**src/qsw_pkg.sv**
```systemverilog
// shared constants and types for the quad switch serial control block
package qsw_pkg;
  localparam int unsigned CLK_HZ = 10_000_000;
  localparam int unsigned SYNC_W = 9;
  // slave address: fixed upper nibble then the three strap bits
  localparam logic [3:0] ADDR_PREFIX = 4'hE;
  localparam logic [6:0] BCAST_ADDR = 7'h77;
  // register map
  localparam logic [6:0] CFG_FIRST = 7'h01;
  localparam logic [6:0] CFG_LAST = 7'h04;
  localparam logic [6:0] CTRL_ADDR = 7'h05;
  localparam logic [6:0] MODE_FIRST = 7'h06;
  localparam logic [6:0] MODE_LAST = 7'h11;
  localparam logic [6:0] CFG_RESET = 7'h0E;
  localparam logic [7:0] CTRL_RESET = 8'h00;
  localparam logic [3:0] MODE_RESET = 4'h0;
  // field positions
  localparam int unsigned DLY_LO = 5;
  localparam int unsigned SLEW_LO = 2;
  localparam int unsigned DIS_LO = 0;
  localparam int unsigned SUB_AINC_BIT = 7;
  localparam int unsigned CTRL_SEL_LO = 4;
  // byte framing: 8 data bits then one acknowledge slot
  localparam logic [3:0] LAST_BIT = 4'h7;
  localparam logic [3:0] ACK_SLOT = 4'h8;
  // special field codes
  localparam logic [2:0] SLEW_BAD_A = 3'h5;
  localparam logic [2:0] SLEW_BAD_B = 3'h6;
  localparam logic [2:0] SLEW_RSVD = 3'h7;
  localparam logic [1:0] DIS_OFF = 2'h3;
  // turn-on delays, least times rounded up to whole cycles
  localparam int unsigned DELAY0_US = 11;
  localparam int unsigned DELAY1_US = 105;
  localparam int unsigned DELAY2_US = 330;
  localparam int unsigned DELAY3_US = 950;
  localparam int unsigned DLY0_CYC = (DELAY0_US * (CLK_HZ / 1000) + 999) / 1000;
  localparam int unsigned DLY1_CYC = (DELAY1_US * (CLK_HZ / 1000) + 999) / 1000;
  localparam int unsigned DLY2_CYC = (DELAY2_US * (CLK_HZ / 1000) + 999) / 1000;
  localparam int unsigned DLY3_CYC = (DELAY3_US * (CLK_HZ / 1000) + 999) / 1000;
  localparam int unsigned DLY_W = 14;

  typedef enum logic [2:0] {PH_IDLE, PH_ADDR, PH_SUB, PH_WDATA, PH_RDATA, PH_MODE, PH_IGN} phase_t;

  // decoded per-channel configuration handed to the analog side
  typedef struct packed {
    logic [1:0] on_delay;
    logic [2:0] slew;
    logic slew_bad;
    logic [1:0] output_discharge_select;
    logic discharge_off;
  } chan_cfg_t;
endpackage

```
**src/quad_switch_i2c_control.sv**
```systemverilog
// serial slave, register file, broadcast apply and channel enables of the quad switch
`timescale 1ns/1ps
// Summary of operation
// - slave works at bus clocks up to 1MHz; nothing rejects faster traffic.
// - slave also works at 100kHz and 400kHz bus rates.
// - own address is 1110 followed by strap bits 2, 1, 0.
// - every device also answers the shared broadcast address.
// - broadcast is start, broadcast address, mode register byte, stop.
// - broadcast copies mode register bits 3:0 into control bits 3:0.
// - broadcast enable bits land in control bits 3:0 of all channels in one cycle; each channel turns on after its own delay.
// - after reset each channel follows its own active-high pin.
// - two-bit field selects 11, 105, 330 or 950 us turn-on delay.
// - three-bit slew field; codes 101, 110 invalid, 111 reserved.
// - two-bit discharge field; code 11 disables discharge.
// - start is data falling with clock high, stop data rising.
// - bus is busy from start until the next stop.
// - command carries address, sub-address byte, then whole data bytes.
// - direction bit 0 means write, 1 means read.
// - auto-increment flag 1 advances pointer after each byte, 0 holds it.
// - burst sends register address once, later bytes go to next registers.
// - receiver acknowledges every byte except an unknown broadcast mode register and the last read byte.
// - single register write takes 29 bus clock cycles.
// - control upper bits pick pin or serial control, lower bits enable.
// - configuration registers 01h-04h hold delay, slew and discharge fields.
// - twelve mode registers 06h-11h hold four enable bits each.
module quad_switch_i2c_control import qsw_pkg::*; #(
  parameter int unsigned DLY3_CYCLES = DLY3_CYC // longest turn-on delay, shorten in simulation
) (
  input wire logic clk, // 10 MHz system clock
  input wire logic rstn, // async reset, active low
  input wire logic scl_i, // serial clock pin level
  input wire logic sda_i, // serial data pin level
  output logic sda_o, // serial data drive value, always low
  output logic sda_oe_n, // low while pulling data low
  input wire logic [2:0] addr_strap, // address straps
  input wire logic [3:0] channel_on_pin, // per-channel control pins
  output logic [3:0] chan_en, // channel on commands
  output qsw_pkg::chan_cfg_t [3:0] chan_cfg, // decoded channel configuration
  output logic bus_busy // start seen, stop not yet
);
  import qsw_pkg::*;

  typedef struct packed {
    phase_t ph;
    logic [3:0] cnt;
    logic [7:0] sh;
    logic [7:0] tx;
    logic [6:0] ptr;
    logic ainc;
    logic mack;
    logic oe_n;
    logic busy;
    logic pend;
    logic [3:0] pend_idx;
    logic scl_q;
    logic sda_q;
    logic [3:0][6:0] cfg;
    logic [7:0] ctrl;
    logic [11:0][3:0] mode;
    logic [3:0][DLY_W-1:0] dly;
    logic [3:0] en;
    chan_cfg_t [3:0] cfgo;
  } state_t;

  state_t s_q, s_d;
  logic [SYNC_W-1:0] sy;
  logic scl, sda, start_c, stop_c, rise_c, fall_c, active;
  logic [3:0] pins;
  logic [2:0] strap;
  logic [3:0] req;

  function automatic logic [DLY_W-1:0] delay_cycles(input logic [1:0] code);
    case (code)
      2'h0: delay_cycles = DLY_W'(DLY0_CYC);
      2'h1: delay_cycles = DLY_W'(DLY1_CYC);
      2'h2: delay_cycles = DLY_W'(DLY2_CYC);
      default: delay_cycles = DLY_W'(DLY3_CYCLES);
    endcase
  endfunction

  function automatic chan_cfg_t decode_cfg(input logic [6:0] r);
    chan_cfg_t c;
    c.on_delay = r[DLY_LO +: 2];
    c.slew = r[SLEW_LO +: 3];
    c.slew_bad = (c.slew == SLEW_BAD_A) || (c.slew == SLEW_BAD_B) || (c.slew == SLEW_RSVD);
    c.output_discharge_select = r[DIS_LO +: 2];
    c.discharge_off = (c.output_discharge_select == DIS_OFF);
    return c;
  endfunction

  // unmapped addresses and unused bits read as zero
  function automatic logic [7:0] reg_read(input state_t st, input logic [6:0] a);
    logic [6:0] m;
    m = 7'(a - MODE_FIRST);
    if (a >= CFG_FIRST && a <= CFG_LAST) begin
      reg_read = {1'b0, st.cfg[2'(a - CFG_FIRST)]};
    end else if (a == CTRL_ADDR) begin
      reg_read = st.ctrl;
    end else if (a >= MODE_FIRST && a <= MODE_LAST) begin
      reg_read = {4'h0, st.mode[m[3:0]]};
    end else begin
      reg_read = 8'h00;
    end
  endfunction

  // clock, data, pins and straps all arrive from outside the domain
  qsw_sync #(.W(SYNC_W)) u_sync (
    .clk(clk),
    .rstn(rstn),
    .din({addr_strap, channel_on_pin, ~sda_i, ~scl_i}), // bus lines inverted so reset reads as idle high
    .dout(sy)
  );

  assign scl = ~sy[0];
  assign sda = ~sy[1];
  assign pins = sy[5:2];
  assign strap = sy[8:6];
  // ten samples per bit at 1 MHz; faster traffic is not rejected, the bench's 800 ns bits decode too
  assign rise_c = ~s_q.scl_q & scl;
  assign fall_c = s_q.scl_q & ~scl;
  assign start_c = s_q.scl_q & scl & s_q.sda_q & ~sda;
  assign stop_c = s_q.scl_q & scl & ~s_q.sda_q & sda;
  assign active = (s_q.ph != PH_IDLE) && (s_q.ph != PH_IGN);

  // per channel: control select bit picks serial enable or the pin
  always_comb begin
    for (int i = 0; i < 4; i++) begin
      req[i] = s_q.ctrl[CTRL_SEL_LO + i] ? s_q.ctrl[i] : pins[i];
    end
  end

  always_comb begin
    logic [6:0] midx;
    s_d = s_q;
    midx = 7'(s_q.sh[6:0] - MODE_FIRST);
    s_d.scl_q = scl;
    s_d.sda_q = sda;
    if (start_c) begin
      // a repeated start restarts framing and drops any pending apply
      s_d.ph = PH_ADDR;
      s_d.cnt = ACK_SLOT; // the clock fall after start only opens bit 7
      s_d.oe_n = 1'b1;
      s_d.busy = 1'b1;
      s_d.pend = 1'b0;
    end else if (stop_c) begin
      s_d.ph = PH_IDLE;
      s_d.oe_n = 1'b1;
      s_d.busy = 1'b0;
      // all four enables land in one register update
      if (s_q.pend) begin
        s_d.ctrl[3:0] = s_q.mode[s_q.pend_idx];
      end
      s_d.pend = 1'b0;
    end else if (rise_c && active) begin
      if (s_q.cnt < ACK_SLOT) begin
        s_d.sh = {s_q.sh[6:0], sda};
      end else begin
        s_d.mack = ~sda;
      end
    end else if (fall_c && active) begin
      // 9 clocks per byte: address, sub-address, data gives 27 plus start and stop
      if (s_q.cnt == LAST_BIT) begin
        s_d.cnt = ACK_SLOT;
        case (s_q.ph)
          PH_ADDR: begin
            if (s_q.sh[7:1] == BCAST_ADDR && !s_q.sh[0]) begin
              s_d.ph = PH_MODE;
              s_d.oe_n = 1'b0;
            end else if (s_q.sh[7:1] == {ADDR_PREFIX, strap}) begin
              s_d.ph = s_q.sh[0] ? PH_RDATA : PH_SUB;
              s_d.oe_n = 1'b0;
            end else begin
              s_d.ph = PH_IGN;
            end
          end
          PH_SUB: begin
            s_d.ptr = s_q.sh[6:0];
            s_d.ainc = s_q.sh[SUB_AINC_BIT];
            s_d.ph = PH_WDATA;
            s_d.oe_n = 1'b0;
          end
          PH_WDATA: begin
            if (s_q.ptr >= CFG_FIRST && s_q.ptr <= CFG_LAST) begin
              s_d.cfg[2'(s_q.ptr - CFG_FIRST)] = s_q.sh[6:0];
            end else if (s_q.ptr == CTRL_ADDR) begin
              s_d.ctrl = s_q.sh;
            end else if (s_q.ptr >= MODE_FIRST && s_q.ptr <= MODE_LAST) begin
              s_d.mode[4'(s_q.ptr - MODE_FIRST)] = s_q.sh[3:0];
            end
            if (s_q.ainc) begin
              s_d.ptr = 7'(s_q.ptr + 7'h01);
            end
            s_d.oe_n = 1'b0;
          end
          PH_MODE: begin
            // unknown mode register: no acknowledge, nothing applied
            if (s_q.sh >= {1'b0, MODE_FIRST} && s_q.sh <= {1'b0, MODE_LAST}) begin
              s_d.pend = 1'b1;
              s_d.pend_idx = midx[3:0];
              s_d.oe_n = 1'b0;
            end else begin
              s_d.ph = PH_IGN;
            end
          end
          PH_RDATA: begin
            s_d.oe_n = 1'b1;
            if (s_q.ainc) begin
              s_d.ptr = 7'(s_q.ptr + 7'h01);
            end
          end
          default: s_d.ph = PH_IGN;
        endcase
      end else if (s_q.cnt == ACK_SLOT) begin
        s_d.cnt = 4'h0;
        s_d.oe_n = 1'b1;
        // after the address our own acknowledge reads back as a master acknowledge
        if (s_q.ph == PH_RDATA) begin
          if (s_q.mack) begin
            s_d.tx = reg_read(s_q, s_q.ptr);
            s_d.oe_n = s_d.tx[7];
            s_d.tx = {s_d.tx[6:0], 1'b0};
          end else begin
            s_d.ph = PH_IGN;
          end
        end
      end else begin
        s_d.cnt = 4'(s_q.cnt + 4'h1);
        if (s_q.ph == PH_RDATA) begin
          s_d.oe_n = s_q.tx[7];
          s_d.tx = {s_q.tx[6:0], 1'b0};
        end
      end
    end
    // channel enables: off at once, on after the programmed delay
    for (int i = 0; i < 4; i++) begin
      s_d.cfgo[i] = decode_cfg(s_q.cfg[i]);
      if (!req[i]) begin
        s_d.en[i] = 1'b0;
        s_d.dly[i] = '0;
      end else if (!s_q.en[i]) begin
        if (s_q.dly[i] >= DLY_W'(delay_cycles(s_q.cfg[i][DLY_LO +: 2]) - 1'b1)) begin
          s_d.en[i] = 1'b1;
        end else begin
          s_d.dly[i] = DLY_W'(s_q.dly[i] + 1'b1);
        end
      end
    end
  end

  always_ff @(posedge clk or negedge rstn) begin
    if (!rstn) begin
      s_q <= '0;
      s_q.ph <= PH_IDLE;
      s_q.oe_n <= 1'b1;
      s_q.scl_q <= 1'b1;
      s_q.sda_q <= 1'b1;
      s_q.ctrl <= CTRL_RESET;
      for (int i = 0; i < 4; i++) begin
        s_q.cfg[i] <= CFG_RESET;
        s_q.cfgo[i] <= decode_cfg(CFG_RESET);
      end
      for (int i = 0; i < 12; i++) begin
        s_q.mode[i] <= MODE_RESET;
      end
    end else begin
      s_q <= s_d;
    end
  end

  assign sda_o = 1'b0 & s_q.oe_n;
  assign sda_oe_n = s_q.oe_n;
  assign chan_en = s_q.en;
  assign chan_cfg = s_q.cfgo;
  assign bus_busy = s_q.busy;
endmodule

```
**src/qsw_sync.sv**
```systemverilog
// two-stage synchroniser for asynchronous pin inputs
`timescale 1ns/1ps
module qsw_sync #(
  parameter int unsigned W = 1
) (
  input wire logic clk, // system clock
  input wire logic rstn, // async reset, active low
  input wire logic [W-1:0] din, // asynchronous inputs
  output logic [W-1:0] dout // synchronised copy
);
  typedef struct packed {
    logic [W-1:0] s1;
    logic [W-1:0] s2;
  } sync_state_t;

  sync_state_t s_q, s_d;

  // first stage feeds only the second, to contain metastability
  always_comb begin
    s_d = s_q;
    s_d.s1 = din;
    s_d.s2 = s_q.s1;
  end

  always_ff @(posedge clk or negedge rstn) begin
    if (!rstn) begin
      s_q <= '0;
    end else begin
      s_q <= s_d;
    end
  end

  assign dout = s_q.s2;
endmodule

```
**config.mk**
```make
export PLATFORM = sky130hd
export DESIGN_NAME = quad_switch_i2c_control
export DESIGN_NICKNAME = d
export VERILOG_FILES = /design/src/qsw_pkg.sv /design/src/quad_switch_i2c_control.sv /design/src/qsw_sync.sv
export SDC_FILE = /design/constraint.sdc
export NUM_CORES = 1
export LEC_CHECK = 0
export BUFFER_PORTS_ARGS = -buffer_cell sky130_fd_sc_hd__buf_2
export CAP_MARGIN = 20
export CORE_MARGIN = 5
export CORE_UTILIZATION = 35
export CTS_BUF_LIST = sky130_fd_sc_hd__clkbuf_16
export DETAILED_ROUTE_END_ITERATION = 7
export GPL_TIMING_DRIVEN = 0
export PLACE_DENSITY = 0.5
export SETUP_SLACK_MARGIN = 0.4
export SLEW_MARGIN = 0
export SYNTH_ARGS = -nofsm -noshare
export SYNTH_HDL_FRONTEND = slang
export SYNTH_SLANG_ARGS = --single-unit
export TNS_END_PERCENT = 10
```
**constraint.sdc**
```tcl
create_clock -name clk -period 3.3 [get_ports clk]
set_input_delay 0.66 -clock clk [delete_from_list [all_inputs] [get_ports clk]]
set_output_delay 0.66 -clock clk [all_outputs]
set_load 0.1 [all_outputs]
```
==> reports/metrics.csv, run 1 <==
stage;metric;value;unit
critical_path;cp-end-kind;flop;
detailed_routing;met2_length;14.5;mm
logic_synthesis;avgSynthCellArea;11.2;um2
timing;fin_crit_sh;87.9;%
worst_hold_path;min_path_type;in2reg;
critical_path;path_cells;clkbuf_8 > inv_1 > ha_1 > nor2b_2 > o221ai_4 > nand4b_4 > buf_12 > nor3_4 > mux2_2;
power;power.leakage;6.98;nW
clock_network;clk_latency;0.57;ns
finish;fillers;3503;
detailed_routing;dr.first_iter.drc_count;466;
logic_synthesis;mappedNetlistArea;12900;um2
critical_path;crit_required;3.75;ns
timing;fmax;345;MHz
clock_network;clkTransAtPathRegs;0.06;ns
die;die_area;40800;um2
finish;layout-drive-gt1-share;26.7;%
clock_network;cts_buffers;29;
die;coreArea;36500;um2
timing;rsz0062_at_grt;true;
critical_path;crit_fanout;10;
run_status;status;completed;
global_routing;overflow;0;
clock_network;h-tree-depth;1;
critical_path;worstSetupStartpointType;flop;
global_routing;grt_first_pass_wirelength;51.2;mm
run;maxCapViolCount;0;
finish;final_cell_area;14900;um2
detailed_routing;vias_per_cell;5.23;
detailed_routing;drc;0;
detailed_routing;top_layer;met4;
critical_path;critPathSlowestCell;dfrtp_2;
logic_synthesis;syn_inst;1156;
critical_path;worstPathArrival;3.35;ns
clock_network;cts_tree;built;
global_routing;grtUsageTotal;15.3;%
logic_synthesis;async_flop_share;100;%
finish;multi_input_area;6330;um2
power;p_switching;2.06;mW
detailed_routing;dr_total_vias;9130;
global_routing;antenna_found_initial;0;
finish;final-seq-area;5990;um2
timing;hold_viol;0;
detailed_routing;drt-total-wl;30.9;mm
clock_network;clkSinkCount;238;
critical_path;critical_path_class;reg2reg;
clock_network;root_buffer;clkbuf_16;
critical_path;critPathTopFamily;simple AND/OR/NAND/NOR gates;
global_routing;grt_max_degree;108;
critical_path;cpPeakStageDelay;0.53;ns
power;irDropWorstVdd;0.415;mV
die;initial_utilization;35.3;%
clock_network;clock_tree.buffer_depth;3;
logic_synthesis;synth_edf_count;0;
die;fp.dieH;202;um
timing;final_max_slew_viol_count;0;
timing;finalSetupViolations;0;
finish;nets;1332;
detailed_routing;dr_wl_met3;1.04;mm
die;die_w;202;um
die;io_pins;54;
critical_path;rr_startpoint;s_q[192]$_DFFE_PN0P_;
detailed_routing;ant_nets;0;
power;p_int;5.08;mW
power;sw_frac_of_total;28.9;%
logic_synthesis;synth_top_flop_cell;dfrtp_1;
logic_synthesis;yosys_warnings;0;
logic_synthesis;synth_seq_cells;238;
placed_design;placed_area;13800;um2
die;rows;70;
finish;antenna_cells;0;
logic_synthesis;ys_seq_area_share;46.4;%
detailed_routing;wl_per_cell;17.7;um
power;p_comb_share;12.7;%
critical_path;crit_buf_inv;3;
placed_design;io_buffers;52;
detailed_routing;drt-met1-wl;14.8;mm
finish;area_delta_synth_final;15.5;%
timing;worstMarginPinSlew;0.899;ns
timing;finClkSkew;0.0133;ns
power;p_seq_share;44.1;%
detailed_routing;dr.pass1.iters;5;
global_routing;grt_pass1_vias;9142;
timing;fin_crit;2.90;ns
power;p_per_area;479;nW/um2
power;clkPwrFrac;43.2;%
placed_design;dp_hpwl;22.3;mm
timing;holdWs;0.197;ns
worst_hold_path;min_from;channel_on_pin[1];
timing;relSlewSlack;38.4;%
placed_design;gp_congestion;0.800;
critical_path;crit_path_start;s_q[192]$_DFFE_PN0P_;
logic_synthesis;yosysUniqueCellTypes;78;
-- registers in the layout, indices dropped and copies added (netlist names) --
name / cells
bus_busy: 1
chan_en: 4
s_d: 28
chan_cfg: 36
u_sync.s_d: 9
sda_oe_n: 1
s_q: 150
u_sync.dout: 9
-- placed cells by master (no fill, tap or decap), drive strengths merged, types with 16 or more instances in the layout --
cell type / netlist / routed
or3: 21 / 21
and3: 20 / 20
inv: 45 / 50
xor2: 18 / 18
nand3: 45 / 45
nor3: 22 / 22
o21ai: 58 / 58
dfstp: 27 / 27
mux2: 93 / 93
clkbuf: 35 / 64
buf: 50 / 109
mux4: 31 / 31
nand4: 16 / 16
or4: 16 / 16
nor2: 52 / 52
mux2i: 17 / 17
nand2: 106 / 106
ha: 67 / 67
a21oi: 60 / 60
dfrtp: 211 / 211
-- metrics by stage --
step                      TNS [ns]  util (%)  total power, mW  worst slack (ns)  cells
final                            0      40.8             7.14             0.400   1745
after global routing             0      40.8             7.50             0.220   1745
after CTS                        0      40.6             7.26             0.234   1741
after detailed placement    -26.92      37.9             4.12            -0.555   1685
after global placement     -671.20      37.7             4.11             -2.93   1683
after floorplan                  0         -             3.78             0.413   1163
-- cell families (layout without fill, tap and decap cells) --
family	after synthesis	after routing	share of synthesized area, %
AND/OR/NAND/NOR	350	350	15.0
AO/OA/AOI/OAI	203	203	9.93
other	2	9	0.0582
multiplexers	141	141	15.3
adder cells (fa/ha/maj)	67	67	6.50
XOR/XNOR	25	25	1.70
buffers and inverters	130	244	5.09
flip-flops	238	238	46.4
-- cell usage after synthesis, types with 12 or more instances --
| library cell | count | area [um2] |
|---|---|---|
| mux4_2 | 31 | 698 |
| xor2_1 | 18 | 158 |
| nand2_1 | 102 | 383 |
| dfrtp_1 | 211 | 5280 |
| nor2_1 | 51 | 191 |
| or4_1 | 15 | 113 |
| ha_1 | 67 | 838 |
| buf_4 | 41 | 308 |
| mux2i_1 | 17 | 170 |
| a21oi_1 | 60 | 300 |
| nand3_1 | 45 | 225 |
| or3_1 | 21 | 131 |
| clkbuf_1 | 35 | 131 |
| nor3_1 | 12 | 60.1 |
| o21ai_0 | 57 | 285 |
| mux2_2 | 70 | 788 |
| nand4_1 | 16 | 100 |
| dfstp_2 | 27 | 709 |
| mux2_4 | 16 | 240 |
| inv_1 | 45 | 169 |
| and3_1 | 20 | 125 |
-- cell type report --
cell class,instances,share of cell area (%)
inverter,45,1.13
sequential,238,40.2
multi-input combinational,795,42.5
buffer,85,3.42
clock inverter,25,1.34
clock buffer,29,4.87
tap,468,3.93
timing repair buffer,60,2.59
-- worst paths after layout --
path,endpoint,depth (start not counted),slack (ns)
max,s_q[109]$_DFFE_PN0P_,9,0.40
min,u_sync.s_d[3]$_DFF_PN0_,1,0.20
max reg2reg,s_q[109]$_DFFE_PN0P_,9,0.40
min reg2reg,u_sync.dout[0]$_DFF_PN0_,0,0.33
max in group asynchronous,s_q[142]$_DFFE_PN0P_,3,1.85
min in group asynchronous,chan_en[0]$_DFF_PN0_,2,0.58
-- layer usage --
metal	vias to the layer above	GRT usage [%]
met4	0	3.66
li1	4382	-
met5	-	0
met1	4567	21.8
met3	45	2.10
met2	136	24.8
-- what timing repair did --
action | in CTS | in global routing
pin swaps | 2 | 2
hold buffers | 1 | 0
buffers inserted | 1 | 4
setup endpoints to repair | 111 | 110
cloned | 0 | 0
gates resized for setup | 11 | 13
endpoints found under the hold margin | 33 | 0
-- worst reg2reg max path: cells and delay by family, from the launching register on --
kind                     cells  cell delay, ns
AO/OA/AOI/OAI                1            0.31
buffers and inverters        3            0.57
AND/OR/NAND/NOR              3            0.69
multiplexers                 1            0.38
adder cells (fa/ha/maj)      1            0.30
flip-flops                   1            0.53
-- power groups by stage --
stage | combinational [mW] | clock (mW) | sequential [mW]
2_1_floorplan | 0.548 | 0 | 3.23
3_3_place_gp | 0.906 | 0 | 3.20
3_5_place_dp | 0.919 | 0 | 3.20
4_1_cts | 0.925 | 3.19 | 3.15
5_1_grt | 1.03 | 3.30 | 3.17
6_report | 0.910 | 3.08 | 3.15
No activity file was read; power rests on OpenSTA's default activity.
==> run 2, diff against run 1 <==
Settings changed: CORE_UTILIZATION 35 to 49, PLACE_DENSITY 0.5 to 0.66.
==> reports/metrics.csv, run 2 (synthesized netlist as in run 1, its figures left out) <==
stage;metric;value;unit
global_routing;grt_first_pass_wirelength;48.3;mm
timing;relSlewSlack;36.3;%
timing;worstMarginPinSlew;0.949;ns
detailed_routing;dr.pass1.iters;4;
critical_path;cpMostUsedCell;a21oi_1;
clock_network;h-tree-depth;1;
clock_network;cts_buffers;27;
die;fp.dieH;172;um
detailed_routing;dr_total_vias;9233;
critical_path;path_cells;inv_1 > nand2_1 > ha_1 > a21oi_1 > o21ai_0 > a2111oi_4 > nand2_2 > clkbuf_1 > o31ai_1 > a21oi_1;
global_routing;overflow;0;
finish;final_common_cell;dfrtp_1;
critical_path;r2r_setup_slack;0.45;ns
timing;finalSetupViolations;0;
timing;fin_crit_sh;86.4;%
global_routing;grt_max_degree;103;
timing;fin_crit;2.85;ns
clock_network;holdBufCountCts;0;
die;initial_utilization;49.6;%
detailed_routing;drc;0;
detailed_routing;vias_per_cell;5.75;
timing;setup_slack;0.449;ns
finish;fin_util;56.3;%
power;irDropWorstVdd;0.385;mV
finish;area_delta_synth_final;13.3;%
finish;antenna_cells;0;
die;die_w;172;um
finish;final_cell_mix;dfrtp_1, nand2_1, mux2_2;
die;io_pins;54;
placed_design;io_buffers;52;
finish;largest_reg_flops;150;
power;p_switching;1.92;mW
clock_network;clkTransAtPathRegs;0.06;ns
critical_path;worstPathArrival;3.23;ns
timing;rsz0062_at_grt;true;
critical_path;rr_startpoint;s_d[25]$_DFFE_PN0P_;
timing;final_max_slew_viol_count;0;
critical_path;worstSetupStartpointType;flop;
critical_path;timing.rr.end;s_q[81]$_DFFE_PN0P_;
clock_network;cts_tree;built;
global_routing;grt_pass1_vias;9091;
power;power.leakage;6.95;nW
timing;fmax;351;MHz
critical_path;critical_path_class;reg2reg;
placed_design;dp_hpwl;20.8;mm
clock_network;clkSinkCount;238;
clock_network;root_buffer;clkbuf_16;
critical_path;crit_required;3.68;ns
die;die_area;29700;um2
power;clkPwrFrac;40.2;%
timing;hold_viol;0;
power;p_int;4.87;mW
power;p_comb_share;13.4;%
finish;nets;1330;
timing;finClkSkew;0.0195;ns
die;rows;59;
die;coreArea;26000;um2
detailed_routing;drt-total-wl;29.1;mm
clock_network;clk_latency;0.53;ns
detailed_routing;dr.first_iter.drc_count;759;
power;p_per_area;464;nW/um2
placed_design;gp_congestion;0.878;
global_routing;grtUsageTotal;20.0;%
finish;registers.top_by_ff_count;s_q;
finish;layout-drive-gt1-share;26.7;%
critical_path;cpPeakStageDelay;0.48;ns
worst_hold_path;min_path_type;in2async;
critical_path;cp-end-kind;flop;
run;maxCapViolCount;0;
critical_path;worstRegToRegCells;10;
critical_path;critPathSlowestCell;dfrtp_1;
power;sw_frac_of_total;28.3;%
clock_network;clock_tree.buffer_depth;3;
critical_path;crit_fanout;10;
detailed_routing;ant_nets;0;
detailed_routing;wl_per_cell;18.1;um
run_status;status;completed;
power;p_seq_share;46.4;%
finish;fillers;2212;
timing;tns;0;ns
placed_design;dpl_worst_slack;-0.402;ns
global_routing;antenna_found_initial;0;
==> run 2: cell types whose count changed in the layout (fill, tap and decap cells not counted), moves of 3 or more <==
cell        delta
clkinv_2       -3
inv_1          +5
nand2_1        -5
nand2_2        +5
clkinvlp_4     -7
clkinv_1       +3
==> run 2: final cells by class <==
class,instances,area (um2),area share [%]
Buffer,85,509,3.48
Clock buffer,27,676,4.62
Clock inverter,22,121,0.830
Inverter,45,169,1.16
Multi-Input combinational cell,795,6340,43.4
Sequential cell,238,5990,41.0
Tap cell,335,419,2.87
Timing Repair Buffer,60,383,2.62
==> run 2: critical path: cells and delay by family (launching register included) <==
kind                     cells  cell delay, ns
AND/OR/NAND/NOR              2            0.30
buffers and inverters        2            0.40
flip-flops                   1            0.48
adder cells (fa/ha/maj)      1            0.31
AO/OA/AOI/OAI                5            1.19
==> run 2: timing repair <==
action	CTS	global route
setup endpoints to repair	108	114
setup buffers	1	5
pin swaps	2	3
gates resized for setup	8	28
==> run 2: stage by stage <==
stage	hold slack [ns]	std cells	total power, mW	area, um2
2_1_floorplan	0.331	1163	3.78	12900
3_3_place_gp	0.333	1550	4.08	13600
3_5_place_dp	0.335	1552	4.10	13700
4_1_cts	0.0745	1602	6.85	14500
5_1_grt	0.108	1607	7.10	14600
6_report	0.0748	1607	6.78	14600
==> run 2: routing by layer <==
| layer | vias up | share of wire, % | GRT usage (%) |
|---|---|---|---|
| met3 | 47 | 4.3 | 2.38 |
| met4 | 0 | 2.4 | 4.89 |
| met1 | 4598 | 46 | 29.1 |
| met2 | 213 | 47 | 32.4 |
| met5 | - | 0 | 0 |
| li1 | 4375 | - | - |
==> run 2: worst max path at each step <==
| stage | from | end | slack, ns |
|---|---|---|---|
| 6_report | s_d[25]$_DFFE_PN0P_ | s_q[81]$_DFFE_PN0P_ | 0.45 |
| 5_1_grt | s_d[16]$_DFFE_PN0P_ | s_q[59]$_DFFE_PN0P_ | 0.27 |
| 4_1_cts | s_d[35]$_DFFE_PN0P_ | s_q[92]$_DFFE_PN0P_ | 0.34 |
| 3_5_place_dp | s_q[192]$_DFFE_PN0P_ | s_q[108]$_DFFE_PN0P_ | -0.40 |
| 3_3_place_gp | rstn | s_q[129]$_DFFE_PN0P_ | -2.69 |
| 2_1_floorplan | s_q[191]$_DFFE_PN0P_ | s_q[120]$_DFFE_PN0P_ | 0.41 |
==> run 2: power by group through the flow <==
stage	Sequential, mW	Clock [mW]	Combinational (mW)
2_1_floorplan	3.23	0	0.548
3_3_place_gp	3.20	0	0.882
3_5_place_dp	3.20	0	0.906
4_1_cts	3.15	2.79	0.909
5_1_grt	3.17	2.91	1.02
6_report	3.15	2.73	0.911
==> run 3, diff against run 2 <==
Settings changed: SYNTH_HIERARCHICAL set to 1.
==> reports/metrics.csv, run 3 <==
stage;metric;value;unit
run_status;status;completed;
run;maxCapViolCount;0;
logic_synthesis;mappedNetlistArea;13300;um2
die;initial_utilization;49.5;%
logic_synthesis;synth_edf_count;0;
logic_synthesis;yosys.cell_count.top_type;dfrtp_1;
timing;rsz0062_at_grt;true;
critical_path;worstSetupStartpointType;flop;
die;die_w;175;um
finish;antenna_cells;0;
logic_synthesis;synth_top_flop_cell;dfrtp_1;
placed_design;gp_congestion;0.844;
global_routing;grt_pass1_vias;9580;
worst_hold_path;whs_path_depth;1;
power;irDropWorstVdd;0.351;mV
power;design_power_total;7.04;mW
finish;final_cell_mix;dfrtp_1, nand2_1, ha_1;
clock_network;root_buffer;clkbuf_16;
power;p_comb_share;11.7;%
timing;fin_crit_sh;87.9;%
die;die_area;30500;um2
placed_design;dpl.cell_count;1577;
timing;finClkSkew;0.0222;ns
worst_hold_path;min_to;u_sync/s_d[3]$_DFF_PN0_;
placed_design;io_buffers;52;
clock_network;clkSinkCount;238;
worst_hold_path;min_path_type;in2reg;
finish;fin_util;56.2;%
logic_synthesis;async_flop_share;100;%
timing;final_max_slew_viol_count;0;
power;p_switching;1.91;mW
global_routing;antenna_found_initial;0;
logic_synthesis;ys_seq_area_share;45.1;%
critical_path;critical_path_class;reg2reg;
detailed_routing;drt-total-wl;30.8;mm
timing;worstMarginPinSlew;1.05;ns
logic_synthesis;avgSynthCellArea;11.3;um2
critical_path;worstPathArrival;3.34;ns
finish;final_common_cell;dfrtp_1;
finish;layout-drive-gt1-share;26.8;%
detailed_routing;wl_per_cell;18.9;um
finish;final_cell_area;15100;um2
logic_synthesis;synth_seq_cells;238;
clock_network;h-tree-depth;1;
clock_network;clk_latency;0.56;ns
die;coreArea;26800;um2
logic_synthesis;yosysTopAreaCell;dfrtp_1;
timing;relSlewSlack;29.8;%
power;power.leakage;7.01;nW
power;p_per_area;467;nW/um2
power;p_seq_share;44.4;%
finish;largest_reg_flops;150;
global_routing;overflow;0;
placed_design;placed_area;14100;um2
finish;fillers;2300;
placed_design;dp_hpwl;21.8;mm
timing;hold_viol;0;
die;rows;60;
detailed_routing;ant_nets;0;
finish;final_cells;1632;
logic_synthesis;yosys_warnings;6;
power;clkPwrFrac;43.9;%
logic_synthesis;yosys-top-cells-count;dfrtp_1, nand2_1, ha_1, mux2_2, a21oi_1;
clock_network;clock_tree.buffer_depth;3;
clock_network;clkTransAtPathRegs;0.06;ns
logic_synthesis;yosysTopAreaCellShare;39.8;%
critical_path;worstRegToRegCells;9;
finish;multi_input_area;6640;um2
power;p_int;5.13;mW
critical_path;crit_fanout;10;
finish;nets;1347;
detailed_routing;drc;0;
critical_path;rr_startpoint;s_q[192]$_DFFE_PN0P_;
die;fp.dieH;175;um
critical_path;crit_required;3.74;ns
logic_synthesis;syn_inst;1175;
global_routing;grt_max_degree;108;
clock_network;cts_buffers;28;
detailed_routing;vias_per_cell;5.89;
timing;fin_crit;2.90;ns
detailed_routing;dr.pass1.iters;5;
global_routing;grt_first_pass_wirelength;51.4;mm
detailed_routing;dr_total_vias;9609;
timing;fmax;345;MHz
logic_synthesis;ys_top_cells_by_area;dfrtp_1, ha_1, dfstp_2;
global_routing;grtUsageTotal;20.3;%
critical_path;r2r_setup_slack;0.40;ns
die;io_pins;54;
worst_hold_path;min_from;channel_on_pin[1];
clock_network;cts_tree;built;
critical_path;timing.rr.end;s_q[109]$_DFFE_PN0P_;
logic_synthesis;yosysUniqueCellTypes;80;
critical_path;cp-end-kind;flop;
timing;finalSetupViolations;0;
detailed_routing;dr.first_iter.drc_count;723;
finish;final-seq-area;5990;um2
finish;registers.top_by_ff_count;s_q;
power;sw_frac_of_total;27.1;%
finish;area_delta_synth_final;13.5;%
timing;tns;0;ns
-- run 3: layer usage --
metal  vias up  part of all wire [%]  GRT usage, %
li1       4556                     -             -
met1      4791                    47          29.2
met5         -                     0             0
met2       212                    47          33.0
met3        50                   3.9          2.60
met4         0                   2.4          5.14
-- run 3: kinds of logic (layout without fill, tap and decap cells) --
family | Yosys count | after routing | share of synthesized area, %
simple gates | 334 | 334 | 14.3
flops | 238 | 238 | 45.1
compound gates | 237 | 237 | 12.0
mux | 157 | 157 | 16.4
buf+inv | 132 | 241 | 5.21
fa+ha+maj | 67 | 67 | 6.31
xor+xnor | 8 | 8 | 0.584
other cells | 2 | 9 | 0.0566
-- run 3: final cells by class --
type | instances | share of cell area, %
Buffer | 92 | 3.71
Clock buffer | 28 | 4.65
Clock inverter | 24 | 1.58
Inverter | 40 | 0.997
Multi-Input combinational cell | 812 | 44.1
Sequential cell | 238 | 39.8
Tap cell | 341 | 2.83
Timing Repair Buffer | 57 | 2.41
-- run 3: worst max-delay path: stages, from the launching register on --
cell,delay [ns]
dfrtp_2,0.42
clkbuf_4,0.23
inv_2,0.12
ha_1,0.14
a21bo_2,0.24
a311o_1,0.42
nor4_4,0.37
buf_6,0.19
and4b_4,0.34
mux2_4,0.32
-- run 3: how the worst max path moves through the flow --
stage,slack (ns),start,cells past startpoint,endpoint
after floorplan,0.41,s_q[192]$_DFFE_PN0P_,9,s_q[100]$_DFFE_PN0P_
after global placement,-2.74,rstn,1,s_q[141]$_DFFE_PN0P_
after detailed placement,-0.34,s_q[192]$_DFFE_PN0P_,9,s_q[108]$_DFFE_PN0P_
after CTS,0.36,s_d[7]$_DFFE_PN0P_,9,s_q[42]$_DFFE_PN0P_
after global routing,0.31,s_d[16]$_DFFE_PN0P_,9,s_q[65]$_DFFE_PN0P_
final,0.40,s_q[192]$_DFFE_PN0P_,9,s_q[109]$_DFFE_PN0P_
-- run 3: stage by stage --
step / hold WS [ns] / setup WS (ns)
2_1_floorplan: 0.331 / 0.414
6_report: 0.206 / 0.398
3_5_place_dp: 0.336 / -0.344
3_3_place_gp: 0.333 / -2.74
5_1_grt: 0.184 / 0.306
4_1_cts: 0.183 / 0.356
-- run 3: power by group through the flow --
stage          registers, mW  logic, mW  clock network (mW)
3_5_place_dp            3.17      0.832                   0
5_1_grt                 3.14      0.922                3.30
2_1_floorplan           3.21      0.486                   0
3_3_place_gp            3.17      0.810                   0
4_1_cts                 3.12      0.835                3.18
6_report                3.12      0.824                3.09
-- run 3: repair_timing --
| item | in CTS | in global routing |
|---|---|---|
| gates resized for setup | 8 | 14 |
| hold buffers | 1 | 0 |
| pin swaps | 0 | 1 |
| setup endpoints to repair | 102 | 79 |
| setup buffers | 1 | 1 |
| gates cloned | 0 | 0 |
| hold endpoints to repair | 31 | 0 |
